## src/include/hspcs_consts.vh

```
// Purpose: Constants for the handshake port command and status block.
// Assumes: Register indices; the byte address is four times the index.
// Notes: Command codes sit in bits 7..5 of a command/status write.
`ifndef HSPCS_CONSTS_VH
`define HSPCS_CONSTS_VH
// ****************************************************************
// Register indices
// ****************************************************************
`define HSPCS_IDX_CMD_A 6'h08
`define HSPCS_IDX_CMD_B 6'h09
`define HSPCS_IDX_HS_A 6'h21
`define HSPCS_IDX_HS_B 6'h29
`define HSPCS_IDX_MODE_A 6'h20
`define HSPCS_IDX_MODE_B 6'h28
`define HSPCS_IDX_DATA_A 6'h0D
`define HSPCS_IDX_DATA_B 6'h0E
`define HSPCS_IDX_PC_DIR 6'h06
// ****************************************************************
// Reset values and fields
// ****************************************************************
`define HSPCS_HS_RESET 8'h00
`define HSPCS_MODE_RESET 8'h00
`define HSPCS_PC_DIR_RESET 4'h0
`define HSPCS_PC_UPPER 4'hF
`define HSPCS_KIND_BIT 2'h0
`define HSPCS_KIND_IN 2'h1
`define HSPCS_KIND_OUT 2'h2
`define HSPCS_KIND_BIDIR 2'h3
`define HSPCS_HSK_INTERLOCK 2'h0
`define HSPCS_HSK_STROBED 2'h1
`define HSPCS_HSK_PULSED 2'h2
`define HSPCS_HSK_THREEWIRE 2'h3
`define HSPCS_PMS_OFF 2'h0
`define HSPCS_PMS_VECTOR 2'h3
`define HSPCS_RW_OFF 3'h0
`define HSPCS_RW_OUT_WAIT 3'h1
`define HSPCS_RW_IN_WAIT 3'h3
`define HSPCS_RW_SPECIAL 3'h4
`define HSPCS_RW_OUT_REQ 3'h5
`define HSPCS_RW_IN_REQ 3'h7
// ****************************************************************
// Command codes
// ****************************************************************
`define HSPCS_CMD_NULL 3'h0
`define HSPCS_CMD_CLR_BOTH 3'h1
`define HSPCS_CMD_SET_US 3'h2
`define HSPCS_CMD_CLR_US 3'h3
`define HSPCS_CMD_SET_REQ 3'h4
`define HSPCS_CMD_CLR_REQ 3'h5
`define HSPCS_CMD_SET_IE 3'h6
`define HSPCS_CMD_CLR_IE 3'h7
// ****************************************************************
// Timing and bus answers
// ****************************************************************
`define HSPCS_SKEW_STEP 5'h02
`define HSPCS_RESP_OKAY 2'h0
`define HSPCS_RESP_SLVERR 2'h2
`endif

```

## src/hspcs_sync2.v

```verilog
// Purpose: Two flip-flop synchroniser for pin inputs.
// Assumes: Inputs are asynchronous to clock.
// Notes: The first stage feeds only the second stage.
`timescale 1ns/1ps
module hspcs_sync2 #(
   parameter WIDTH = 1
) (
   input wire clock,
   input wire reset,
   input wire [WIDTH-1:0] d,
   output reg [WIDTH-1:0] q
);
   reg [WIDTH-1:0] stage1;
   always @(posedge clock) begin
      if (reset) begin
         stage1 <= {WIDTH{1'b0}};
         q <= {WIDTH{1'b0}};
      end else begin
         stage1 <= d;
         q <= stage1;
      end
   end
endmodule

```

## src/hspcs_deskew.v

```verilog
// Purpose: Deskew timer between a new output byte and data-valid.
// Assumes: start is a one-cycle pulse.
// Notes: Delay is (count + 1) * 2 + 1 cycles when enabled, else one cycle.
`timescale 1ns/1ps
`include "hspcs_consts.vh"
module hspcs_deskew (
   input wire clock,
   input wire reset,
   input wire start,
   input wire enable,
   input wire [2:0] count,
   output reg done
);
   reg [4:0] remain;
   reg busy;
   wire [4:0] load = (({2'b00, count}) + 5'h01) * `HSPCS_SKEW_STEP;
   always @(posedge clock) begin
      if (reset) begin
         remain <= 5'h00;
         busy <= 1'b0;
         done <= 1'b0;
      end else begin
         done <= 1'b0;
         if (start) begin
            busy <= enable;
            remain <= load - 5'h01;
            done <= ~enable;
         end else if (busy) begin
            if (remain == 5'h00) begin
               busy <= 1'b0;
               done <= 1'b1;
            end else begin
               remain <= remain - 5'h01;
            end
         end
      end
   end
endmodule

```

## src/hspcs_top.v

```verilog
// Purpose: Two 8-bit handshake ports with command/status flags over AXI4-Lite.
// Assumes: matchHit comes from pattern logic on the same clock; other pins are async.
// Notes: Port A has higher interrupt priority than port B.
// How it works
// handshake_kind picks interlocked, strobed, pulsed or three-wire handshake.
// Software avoids pulsed or three-wire on bidirectional ports and shared conflicts.
// req_wait_use picks disabled, output/input wait, special, output/input request.
// Software makes the other port a bit port when request/wait is used.
// skew_delay_count sets minimum cycles between new output byte and data-valid low.
// With skew_timer_on clear there is no deskew delay.
// Handshake setup is ignored in bit ports; resets to zero; fully read/write.
// Reset sets output_empty_flag, clears others; all readable, four writable.
// under_service set by acknowledge or command, cleared by command, blocks chain.
// int_enable low masks service_request but flags and chain still work.
// service_request set by match, handshake, error or command; drives irq.
// fault_flag set on repeated match while request pending; cleared with request.
// output_empty_flag set on byte out, cleared by data write; forced in bit port.
// input_full_flag set by input handshake, cleared by data read; zero otherwise.
// match_flag unlatched in bit port, updated per byte move otherwise.
// halt_on_fault makes repeated match an error that halts the port.
// Status flags ignore writes; interrupt bits change only through command codes.
// Auxiliary port bit-path register upper four bits read as ones.
// port_kind selects bit, input, output or bidirectional port.
// Deskew only for output ports with skew_timer_on set.
// Command code in bits 7..5 sets or clears interrupt bits separately.
//
// Design decision made here: register access over AXI4-Lite.
`timescale 1ns/1ps
`include "hspcs_consts.vh"
module hspcs_top (
   input wire clock,
   input wire reset,
   input wire [7:0] awaddr,
   input wire awvalid,
   output reg awready,
   input wire [31:0] wdata,
   input wire [3:0] wstrb,
   input wire wvalid,
   output reg wready,
   output reg [1:0] bresp,
   output reg bvalid,
   input wire bready,
   input wire [7:0] araddr,
   input wire arvalid,
   output reg arready,
   output reg [31:0] rdata,
   output reg [1:0] rresp,
   output reg rvalid,
   input wire rready,
   input wire [15:0] dataIn,
   input wire [1:0] strobeInN,
   input wire [1:0] ackIn,
   input wire [1:0] matchHit,
   input wire intAck,
   input wire chainIn,
   output reg [15:0] dataOut,
   output reg [1:0] newByteValidN,
   output reg [1:0] reqWait,
   output reg irqOutN,
   output reg chainOut
);
   // ****************************************************************
   // Pin synchronisers and edges
   // ****************************************************************
   wire [21:0] syncQ;
   reg [5:0] syncLast;
   hspcs_sync2 #(.WIDTH(22)) pinSync (
      .clock(clock),
      .reset(reset),
      .d({chainIn, intAck, ackIn, strobeInN, dataIn}),
      .q(syncQ)
   );
   wire [15:0] pinData = syncQ[15:0];
   wire [1:0] strobeFall = syncLast[1:0] & ~syncQ[17:16];
   wire [1:0] ackLevel = syncQ[19:18];
   wire [1:0] ackRise = ~syncLast[3:2] & syncQ[19:18];
   wire ackStart = ~syncLast[4] & syncQ[20];
   wire chainOk = syncQ[21];
   always @(posedge clock) begin
      if (reset) begin
         syncLast <= 6'h00;
      end else begin
         syncLast <= syncQ[21:16];
      end
   end
   // ****************************************************************
   // AXI4-Lite slave
   // ****************************************************************
   reg awHeld;
   reg wHeld;
   reg [5:0] awIdx;
   reg [7:0] wByte;
   reg wLane0;
   reg wrEn;
   reg [5:0] wrIdx;
   reg [7:0] wrByte;
   reg rdEn;
   reg [5:0] rdIdx;
   reg [3:0] pcDir;
   reg [7:0] rdMux;
   reg rdHit;
   reg wrHit;
   wire [15:0] statusV;
   wire [15:0] hsV;
   wire [15:0] modeV;
   wire [15:0] inV;
   always @* begin
      case (awIdx)
         `HSPCS_IDX_CMD_A, `HSPCS_IDX_CMD_B, `HSPCS_IDX_HS_A, `HSPCS_IDX_HS_B,
         `HSPCS_IDX_MODE_A, `HSPCS_IDX_MODE_B, `HSPCS_IDX_DATA_A, `HSPCS_IDX_DATA_B,
         `HSPCS_IDX_PC_DIR: wrHit = 1'b1;
         default: wrHit = 1'b0;
      endcase
   end
   always @* begin
      rdHit = 1'b1;
      case (rdIdx)
         `HSPCS_IDX_CMD_A: rdMux = statusV[7:0];
         `HSPCS_IDX_CMD_B: rdMux = statusV[15:8];
         `HSPCS_IDX_HS_A: rdMux = hsV[7:0];
         `HSPCS_IDX_HS_B: rdMux = hsV[15:8];
         `HSPCS_IDX_MODE_A: rdMux = modeV[7:0];
         `HSPCS_IDX_MODE_B: rdMux = modeV[15:8];
         `HSPCS_IDX_DATA_A: rdMux = inV[7:0];
         `HSPCS_IDX_DATA_B: rdMux = inV[15:8];
         `HSPCS_IDX_PC_DIR: rdMux = {`HSPCS_PC_UPPER, pcDir};
         default: begin
            rdMux = 8'h00;
            rdHit = 1'b0;
         end
      endcase
   end
   always @(posedge clock) begin
      if (reset) begin
         awready <= 1'b1;
         wready <= 1'b1;
         awHeld <= 1'b0;
         wHeld <= 1'b0;
         awIdx <= 6'h00;
         wByte <= 8'h00;
         wLane0 <= 1'b0;
         bvalid <= 1'b0;
         bresp <= `HSPCS_RESP_OKAY;
         wrEn <= 1'b0;
         wrIdx <= 6'h00;
         wrByte <= 8'h00;
         pcDir <= `HSPCS_PC_DIR_RESET;
      end else begin
         wrEn <= 1'b0;
         if (awvalid && awready) begin
            awready <= 1'b0;
            awHeld <= 1'b1;
            awIdx <= awaddr[7:2];
         end
         if (wvalid && wready) begin
            wready <= 1'b0;
            wHeld <= 1'b1;
            wByte <= wdata[7:0];
            wLane0 <= wstrb[0];
         end
         if (awHeld && wHeld && !bvalid) begin
            bvalid <= 1'b1;
            bresp <= wrHit ? `HSPCS_RESP_OKAY : `HSPCS_RESP_SLVERR;
            wrEn <= wrHit & wLane0;
            wrIdx <= awIdx;
            wrByte <= wByte;
            if (wrHit && wLane0 && awIdx == `HSPCS_IDX_PC_DIR) begin
               pcDir <= wByte[3:0];
            end
         end
         if (bvalid && bready) begin
            bvalid <= 1'b0;
            awHeld <= 1'b0;
            wHeld <= 1'b0;
            awready <= 1'b1;
            wready <= 1'b1;
         end
      end
   end
   always @(posedge clock) begin
      if (reset) begin
         arready <= 1'b1;
         rvalid <= 1'b0;
         rdata <= 32'h00000000;
         rresp <= `HSPCS_RESP_OKAY;
         rdEn <= 1'b0;
         rdIdx <= 6'h00;
      end else begin
         rdEn <= 1'b0;
         if (arvalid && arready) begin
            arready <= 1'b0;
            rdEn <= 1'b1;
            rdIdx <= araddr[7:2];
         end
         if (rdEn) begin
            rvalid <= 1'b1;
            rdata <= {24'h000000, rdMux};
            rresp <= rdHit ? `HSPCS_RESP_OKAY : `HSPCS_RESP_SLVERR;
         end
         if (rvalid && rready) begin
            rvalid <= 1'b0;
            arready <= 1'b1;
         end
      end
   end
   // ****************************************************************
   // Interrupt daisy chain, port A first
   // ****************************************************************
   wire [1:0] iusV;
   wire [1:0] reqV;
   wire [1:0] ackSel;
   assign ackSel[0] = ackStart & chainOk & reqV[0];
   assign ackSel[1] = ackStart & chainOk & ~iusV[0] & ~reqV[0] & reqV[1];
   always @(posedge clock) begin
      if (reset) begin
         irqOutN <= 1'b1;
         chainOut <= 1'b0;
      end else begin
         irqOutN <= ~(chainOk & (reqV[0] | (~iusV[0] & reqV[1])));
         chainOut <= chainOk & ~iusV[0] & ~iusV[1];
      end
   end
   // ****************************************************************
   // Per-port command, status and handshake logic
   // ****************************************************************
   localparam TX_IDLE = 2'h0;
   localparam TX_SKEW = 2'h1;
   localparam TX_VALID = 2'h2;
   genvar g;
   generate
      for (g = 0; g < 2; g = g + 1) begin : port
         localparam [5:0] CMD_IDX = (g == 0) ? `HSPCS_IDX_CMD_A : `HSPCS_IDX_CMD_B;
         localparam [5:0] HS_IDX = (g == 0) ? `HSPCS_IDX_HS_A : `HSPCS_IDX_HS_B;
         localparam [5:0] MODE_IDX = (g == 0) ? `HSPCS_IDX_MODE_A : `HSPCS_IDX_MODE_B;
         localparam [5:0] DATA_IDX = (g == 0) ? `HSPCS_IDX_DATA_A : `HSPCS_IDX_DATA_B;
         reg [7:0] hsSetup;
         reg [7:0] modeReg;
         reg underService;
         reg intEnable;
         reg serviceRequest;
         reg faultFlag;
         reg haltOnFault;
         reg outputEmpty;
         reg inputFull;
         reg matchFlag;
         reg phase;
         reg matchLast;
         reg [7:0] inData;
         reg [1:0] txState;
         reg skewStart;
         wire skewDone;
         wire [1:0] portKind = modeReg[7:6];
         wire [1:0] matchMode = modeReg[2:1];
         wire skewTimerOn = modeReg[0];
         wire bitPort = (portKind == `HSPCS_KIND_BIT);
         wire hasIn = portKind[0];
         wire hasOut = portKind[1];
         wire [1:0] handshakeKind = hsSetup[7:6];
         wire [2:0] reqWaitUse = hsSetup[5:3];
         wire [2:0] skewDelayCount = hsSetup[2:0];
         wire cmdWr = wrEn && wrIdx == CMD_IDX;
         wire [2:0] code = wrByte[7:5];
         wire dataWr = wrEn && wrIdx == DATA_IDX;
         wire dataRd = rdEn && rdIdx == DATA_IDX;
         wire matchEvt = matchHit[g] & ~matchLast & bitPort & (matchMode != `HSPCS_PMS_OFF)
            & ~faultFlag;
         wire errEvt = matchEvt & serviceRequest & haltOnFault;
         wire byteIn = hasIn & ~inputFull & strobeFall[g];
         reg byteOut;
         wire setUs = cmdWr && code == `HSPCS_CMD_SET_US;
         wire clrUs = cmdWr && (code == `HSPCS_CMD_CLR_US || code == `HSPCS_CMD_CLR_BOTH);
         wire setReq = cmdWr && code == `HSPCS_CMD_SET_REQ;
         wire clrReq = (cmdWr && (code == `HSPCS_CMD_CLR_REQ || code == `HSPCS_CMD_CLR_BOTH))
            | (~bitPort & ((dataRd & hasIn) | (dataWr & hasOut)));
         wire reqSet = byteIn | byteOut | (matchEvt & ~serviceRequest) | errEvt | setReq;
         wire oreShow = bitPort ? (matchMode != `HSPCS_PMS_VECTOR) : outputEmpty;
         wire irfShow = hasIn & inputFull;
         wire pmfShow = (matchMode != `HSPCS_PMS_OFF) & matchFlag;
         assign statusV[g*8+:8] = {underService, intEnable, serviceRequest, faultFlag,
            oreShow, irfShow, pmfShow, haltOnFault};
         assign hsV[g*8+:8] = hsSetup;
         assign modeV[g*8+:8] = modeReg;
         assign inV[g*8+:8] = inData;
         assign iusV[g] = underService;
         assign reqV[g] = intEnable & serviceRequest & ~underService;
         hspcs_deskew skew (
            .clock(clock),
            .reset(reset),
            .start(skewStart),
            .enable(skewTimerOn & (portKind == `HSPCS_KIND_OUT)),
            .count(skewDelayCount),
            .done(skewDone)
         );
         always @* begin
            byteOut = 1'b0;
            if (txState == TX_VALID && !bitPort) begin
               case (handshakeKind)
                  `HSPCS_HSK_PULSED: byteOut = 1'b1;
                  `HSPCS_HSK_STROBED: byteOut = ackRise[g];
                  default: byteOut = ackLevel[g];
               endcase
            end
         end
         always @(posedge clock) begin
            if (reset) begin
               hsSetup <= `HSPCS_HS_RESET;
               modeReg <= `HSPCS_MODE_RESET;
               underService <= 1'b0;
               intEnable <= 1'b0;
               serviceRequest <= 1'b0;
               faultFlag <= 1'b0;
               haltOnFault <= 1'b0;
               outputEmpty <= 1'b1;
               inputFull <= 1'b0;
               matchFlag <= 1'b0;
               phase <= 1'b0;
               matchLast <= 1'b0;
               inData <= 8'h00;
               txState <= TX_IDLE;
               skewStart <= 1'b0;
               newByteValidN[g] <= 1'b1;
               dataOut[g*8+:8] <= 8'h00;
               reqWait[g] <= 1'b0;
            end else begin
               skewStart <= 1'b0;
               matchLast <= matchHit[g];
               phase <= ~phase;
               if (wrEn && wrIdx == HS_IDX) hsSetup <= wrByte;
               if (wrEn && wrIdx == MODE_IDX) modeReg <= wrByte;
               if (cmdWr) haltOnFault <= wrByte[0];
               if (setUs || ackSel[g]) underService <= 1'b1;
               else if (clrUs) underService <= 1'b0;
               if (cmdWr && code == `HSPCS_CMD_SET_IE) intEnable <= 1'b1;
               else if (cmdWr && code == `HSPCS_CMD_CLR_IE) intEnable <= 1'b0;
               if (reqSet) serviceRequest <= 1'b1;
               else if (clrReq) serviceRequest <= 1'b0;
               if (!haltOnFault) faultFlag <= 1'b0;
               else if (errEvt) faultFlag <= 1'b1;
               else if (clrReq) faultFlag <= 1'b0;
               if (bitPort) begin
                  inData <= pinData[g*8+:8];
                  if (phase) matchFlag <= matchHit[g];
                  if (dataWr) dataOut[g*8+:8] <= wrByte;
               end else if (byteIn) begin
                  inData <= pinData[g*8+:8];
                  matchFlag <= matchHit[g];
               end
               if (byteIn) inputFull <= 1'b1;
               else if (dataRd) inputFull <= 1'b0;
               case (txState)
                  TX_IDLE: begin
                     if (dataWr && hasOut) begin
                        dataOut[g*8+:8] <= wrByte;
                        outputEmpty <= 1'b0;
                        skewStart <= 1'b1;
                        txState <= TX_SKEW;
                     end
                  end
                  TX_SKEW: begin
                     if (skewDone) begin
                        newByteValidN[g] <= 1'b0;
                        txState <= TX_VALID;
                     end
                  end
                  TX_VALID: begin
                     if (byteOut) begin
                        newByteValidN[g] <= 1'b1;
                        outputEmpty <= 1'b1;
                        matchFlag <= matchHit[g];
                        txState <= TX_IDLE;
                     end
                  end
                  default: txState <= TX_IDLE;
               endcase
               if (bitPort) begin
                  reqWait[g] <= 1'b0;
               end else begin
                  case (reqWaitUse)
                     `HSPCS_RW_OUT_WAIT: reqWait[g] <= ~outputEmpty;
                     `HSPCS_RW_IN_WAIT: reqWait[g] <= ~inputFull;
                     `HSPCS_RW_SPECIAL: reqWait[g] <= (outputEmpty & hasOut) | (inputFull & hasIn);
                     `HSPCS_RW_OUT_REQ: reqWait[g] <= outputEmpty;
                     `HSPCS_RW_IN_REQ: reqWait[g] <= inputFull;
                     default: reqWait[g] <= 1'b0;
                  endcase
               end
            end
         end
      end
   endgenerate
endmodule

```

## config.mk

```make
export PLATFORM = sky130hd
export DESIGN_NAME = hspcs_top
export DESIGN_NICKNAME = d
export VERILOG_FILES = /design/src/hspcs_sync2.v /design/src/hspcs_deskew.v /design/src/hspcs_top.v
export VERILOG_INCLUDE_DIRS = /design/src /design/src/include
export SDC_FILE = /design/constraint.sdc
export NUM_CORES = 1
export LEC_CHECK = 0
export BUFFER_PORTS_ARGS = -buffer_cell sky130_fd_sc_hd__buf_2
export CORE_ASPECT_RATIO = 0.5
export CORE_MARGIN = 4
export CORE_UTILIZATION = 30
export CTS_CLUSTER_SIZE = 40
export DETAILED_ROUTE_END_ITERATION = 8
export PLACE_DENSITY_LB_ADDON = 0.3
export SYNTH_ARGS = -nofsm -noshare
export SYNTH_HDL_FRONTEND = slang
export SYNTH_SLANG_ARGS = --single-unit
```

## constraint.sdc

```tcl
create_clock -name clock -period 2.5 [get_ports clock]
set_clock_uncertainty 0.2 [all_clocks]
set_input_delay 0.25 -clock clock [delete_from_list [all_inputs] [get_ports clock]]
set_output_delay 0.25 -clock clock [all_outputs]
set_load 0.02 [all_outputs]
```

==> impl_metrics.env <==
export IMPL_hold_path_class="reg -> reg"
export IMPL_cp_required_ns=2.69
export IMPL_synth_avg_cell_area_um2=9.24
export IMPL_clock_sinks=217
export IMPL_final_cell_count_no_fill=1562
export IMPL_post_drt_wl_per_cell_um=16.4
export IMPL_yosys_warnings=0
export IMPL_r2r_cells=4
export IMPL_worst_pin_slew_ns=0.682
export IMPL_period_needed_ns=2.18
export IMPL_worst_path_most_repeated_cell="dlygate4sd3_1"
export IMPL_viasPerCell=4.82
export IMPL_crit_end="wready"
export IMPL_clock_fmax_mhz=459
export IMPL_synth_simple_area_share=0.236
export IMPL_grt_max_degree=65
export IMPL_cp_arrival_ns=2.37
export IMPL_seq_power_share=0.501
export IMPL_worstReg2RegStart="awready"
export IMPL_dieArea_um2=33700
export IMPL_synth_edff_count=0
export IMPL_fin_crit_sh=0.872
export IMPL_rrSetupSlack_ns=0.33
export IMPL_area_growth_pct=24.8
export IMPL_synth_area_leaders="dfxtp_1 (47%), mux2i_1 (7.7%), nor2b_1 (4.7%)"
export IMPL_post_route_util=0.388
export IMPL_core_um2=29600
export IMPL_hpwl_um=18000
export IMPL_synthCells=995
export IMPL_cpLargestDelayFamily="buffers and inverters"
export IMPL_ioPinCount=146
export IMPL_postCtsSetupRepairBufs=0
export IMPL_layout_common_cells="dfxtp_1 (217), nand2_1 (110), buf_2 (87)"
export IMPL_cp_cell_sequence="dlygate4sd3_1 > buf_6 > buf_4 > a21oi_1 > o21ai_0 > dlygate4sd3_1"
export IMPL_antenna_left=0
export IMPL_die_y_um=132
export IMPL_die_w_um=256
export IMPL_synth_seq_cells=217
export IMPL_antenna_found_initial=0
export IMPL_cts_tree="built"
export IMPL_overflow=0
export IMPL_synth_area_mux_share=0.0896
export IMPL_crit_path_end_kind="register"
export IMPL_clockBufferDepth=3
export IMPL_critPathBufInv=4
export IMPL_synth_top_family_by_area="simple AND/OR/NAND/NOR gates"
export IMPL_synthAdderAreaFrac=0.0136
export IMPL_path_depth=6
export IMPL_cp_max_fo=41
export IMPL_finalHoldViolCount=0
export IMPL_p_int_uw=5560
export IMPL_root_buffer="clkbuf_16"
export IMPL_final_common_cell="dfxtp_1"
export IMPL_first_iter_violations=575
export IMPL_start_util=0.311
export IMPL_finalSetupViolCount=0
export IMPL_synth_compound_area_frac=0.118
export IMPL_place_congestion=0.925
export IMPL_critical_path_startpoint="reset"
export IMPL_clkLatencyLatePin_ns=0.50
export IMPL_p_leak_uw=0.00464
export IMPL_ys_seq_area_frac=0.473
export IMPL_vias=7534
export IMPL_slowest_stage="dlygate4sd3_1"
export IMPL_status="finished, final reports clean"
export IMPL_swShare=0.228
export IMPL_yosysTopAreaCell="dfxtp_1"
export IMPL_finalNetCount=1250
export IMPL_drc=0
export IMPL_async_flop_share=0
export IMPL_irDropWorstVdd_mv=0.385
export IMPL_reg2reg_to="awIdx[1]"
export IMPL_criticalPathCategory="in -> reg"
export IMPL_synth_distinct_cells=73
export IMPL_grt_pass1_wl_um=40000
export IMPL_p_sw_uw=1650
export IMPL_power_frac_clock=0.434
export IMPL_fin_setup_tns_ns=0
export IMPL_synth_area_um2=9190
export IMPL_io_buffers=88
export IMPL_synthFlopType="dfxtp_1"
export IMPL_max_cap_violations=0
export IMPL_p_per_area_nw_per_um2=629
export IMPL_rsz0062_at_grt="false"
export IMPL_num_rows=44
export IMPL_cts_reportedPaths_clkPinSlew_ns=0.06
export IMPL_slowest_delay_ns=0.58
export IMPL_synth_top_cell_area_share=0.473
export IMPL_combinationalPowerShare=0.065
export IMPL_drive_gt1_frac=0.155
export IMPL_drv_slew=0
export IMPL_crit_path_start_kind="primary input"
export IMPL_max_slew_margin_rel=0.544
export IMPL_place_inst=1446
export IMPL_ctsResizeCount=0
export IMPL_grtUsageTotal=0.145
export IMPL_drtPass1Iterations=7
export IMPL_htreeDepth=1
export IMPL_synth_xor_area_frac=0.0114
export IMPL_diodes=0
export IMPL_hold_buffers=78
export IMPL_grt_pass1_vias=7194
export IMPL_cts_buffers=22
export IMPL_wirelength_um=25600
## metal layers
metal  share of wire  wire length (um)  GRT usage  vias to the layer above
li1                -                 -          -                     3738
met1            0.48             12300      0.203                     3583
met2            0.45             11500      0.237                      180
met3           0.051              1300     0.0213                       33
met4           0.021               531     0.0344                        0
met5               0                 0          0                        -
## cell type report
type | count | area (um^2)
clock buffers | 34 | 657
clock inverters | 4 | 25.0
fillers | 2898 | 18100
inverters | 20 | 75.1
multi-input cells | 700 | 4400
flip-flops and latches | 217 | 4340
well taps | 391 | 489
repair buffers | 196 | 1480
## state kept, by name, indices dropped and copies added (netlist names), 6 cells and up
register          count
awIdx                 6
dataOut              16
pinSync.q            22
pinSync.stage1       22
port.hsSetup         16
port.inData          16
port.modeReg         16
port.skew.remain     10
rdIdx                 6
rdata                 8
wByte                 8
wrByte                8
wrIdx                 6
## synthesized netlist by cell type (6+ instances only)
cell type and instances:
a211oi_1 10, a21oi_1 81, a221oi_1 7, a31oi_1 8, and3_1 14, buf_1 9, buf_2 9, buf_4 30
clkbuf_1 29, dfxtp_1 217, ha_1 10, inv_1 19, mux2_2 6, mux2i_1 71, nand2_1 110, nand2b_1 6
nand3_1 41, nand3b_1 11, nand4_1 11, nor2_1 82, nor2b_1 69, nor3_1 17, nor3b_1 7, o21ai_0 19
xor2_1 8
## power by group through the flow
| stage | registers, uW | clock network, uW | logic [uW] |
|---|---|---|---|
| final | 3610 | 3130 | 467 |
| after global placement | 3690 | 0 | 364 |
| after detailed placement | 3690 | 0 | 369 |
| after CTS | 3610 | 3210 | 464 |
| after global routing | 3620 | 3350 | 509 |
| after floorplan | 3660 | 0 | 291 |
## worst min-delay path by stage
stage	startpoint	to	slack [ns]	depth (start not counted)
after floorplan	reset	port[0].matchLast	0.13	1
after global placement	port[0].phase	port[0].phase	0.20	1
after detailed placement	port[0].phase	port[0].phase	0.20	1
after CTS	port[0].phase	port[0].phase	0.21	1
after global routing	port[0].phase	port[0].phase	0.22	1
final	port[0].phase	port[0].phase	0.21	1
## stage by stage
stage               setup slack (ns)  total power (uW)  hold WS, ns  instance area (um^2)
floorplan                      0.553              3950        0.131                  9280
finish                         0.319              7210        0.210                 11500
global placement               0.382              4050        0.196                 10000
CTS                            0.343              7290        0.208                 11500
detailed placement             0.352              4060        0.200                 10000
global route                   0.202              7480        0.224                 11500
## kinds of logic after synthesis
family          count (synthesis)
mux                            79
xor+xnor                       12
compound gates                165
simple gates                  408
other cells                     1
flops                         217
fa+ha+maj                      10
buf+inv                       103
(Power assumes the default switching activity.)
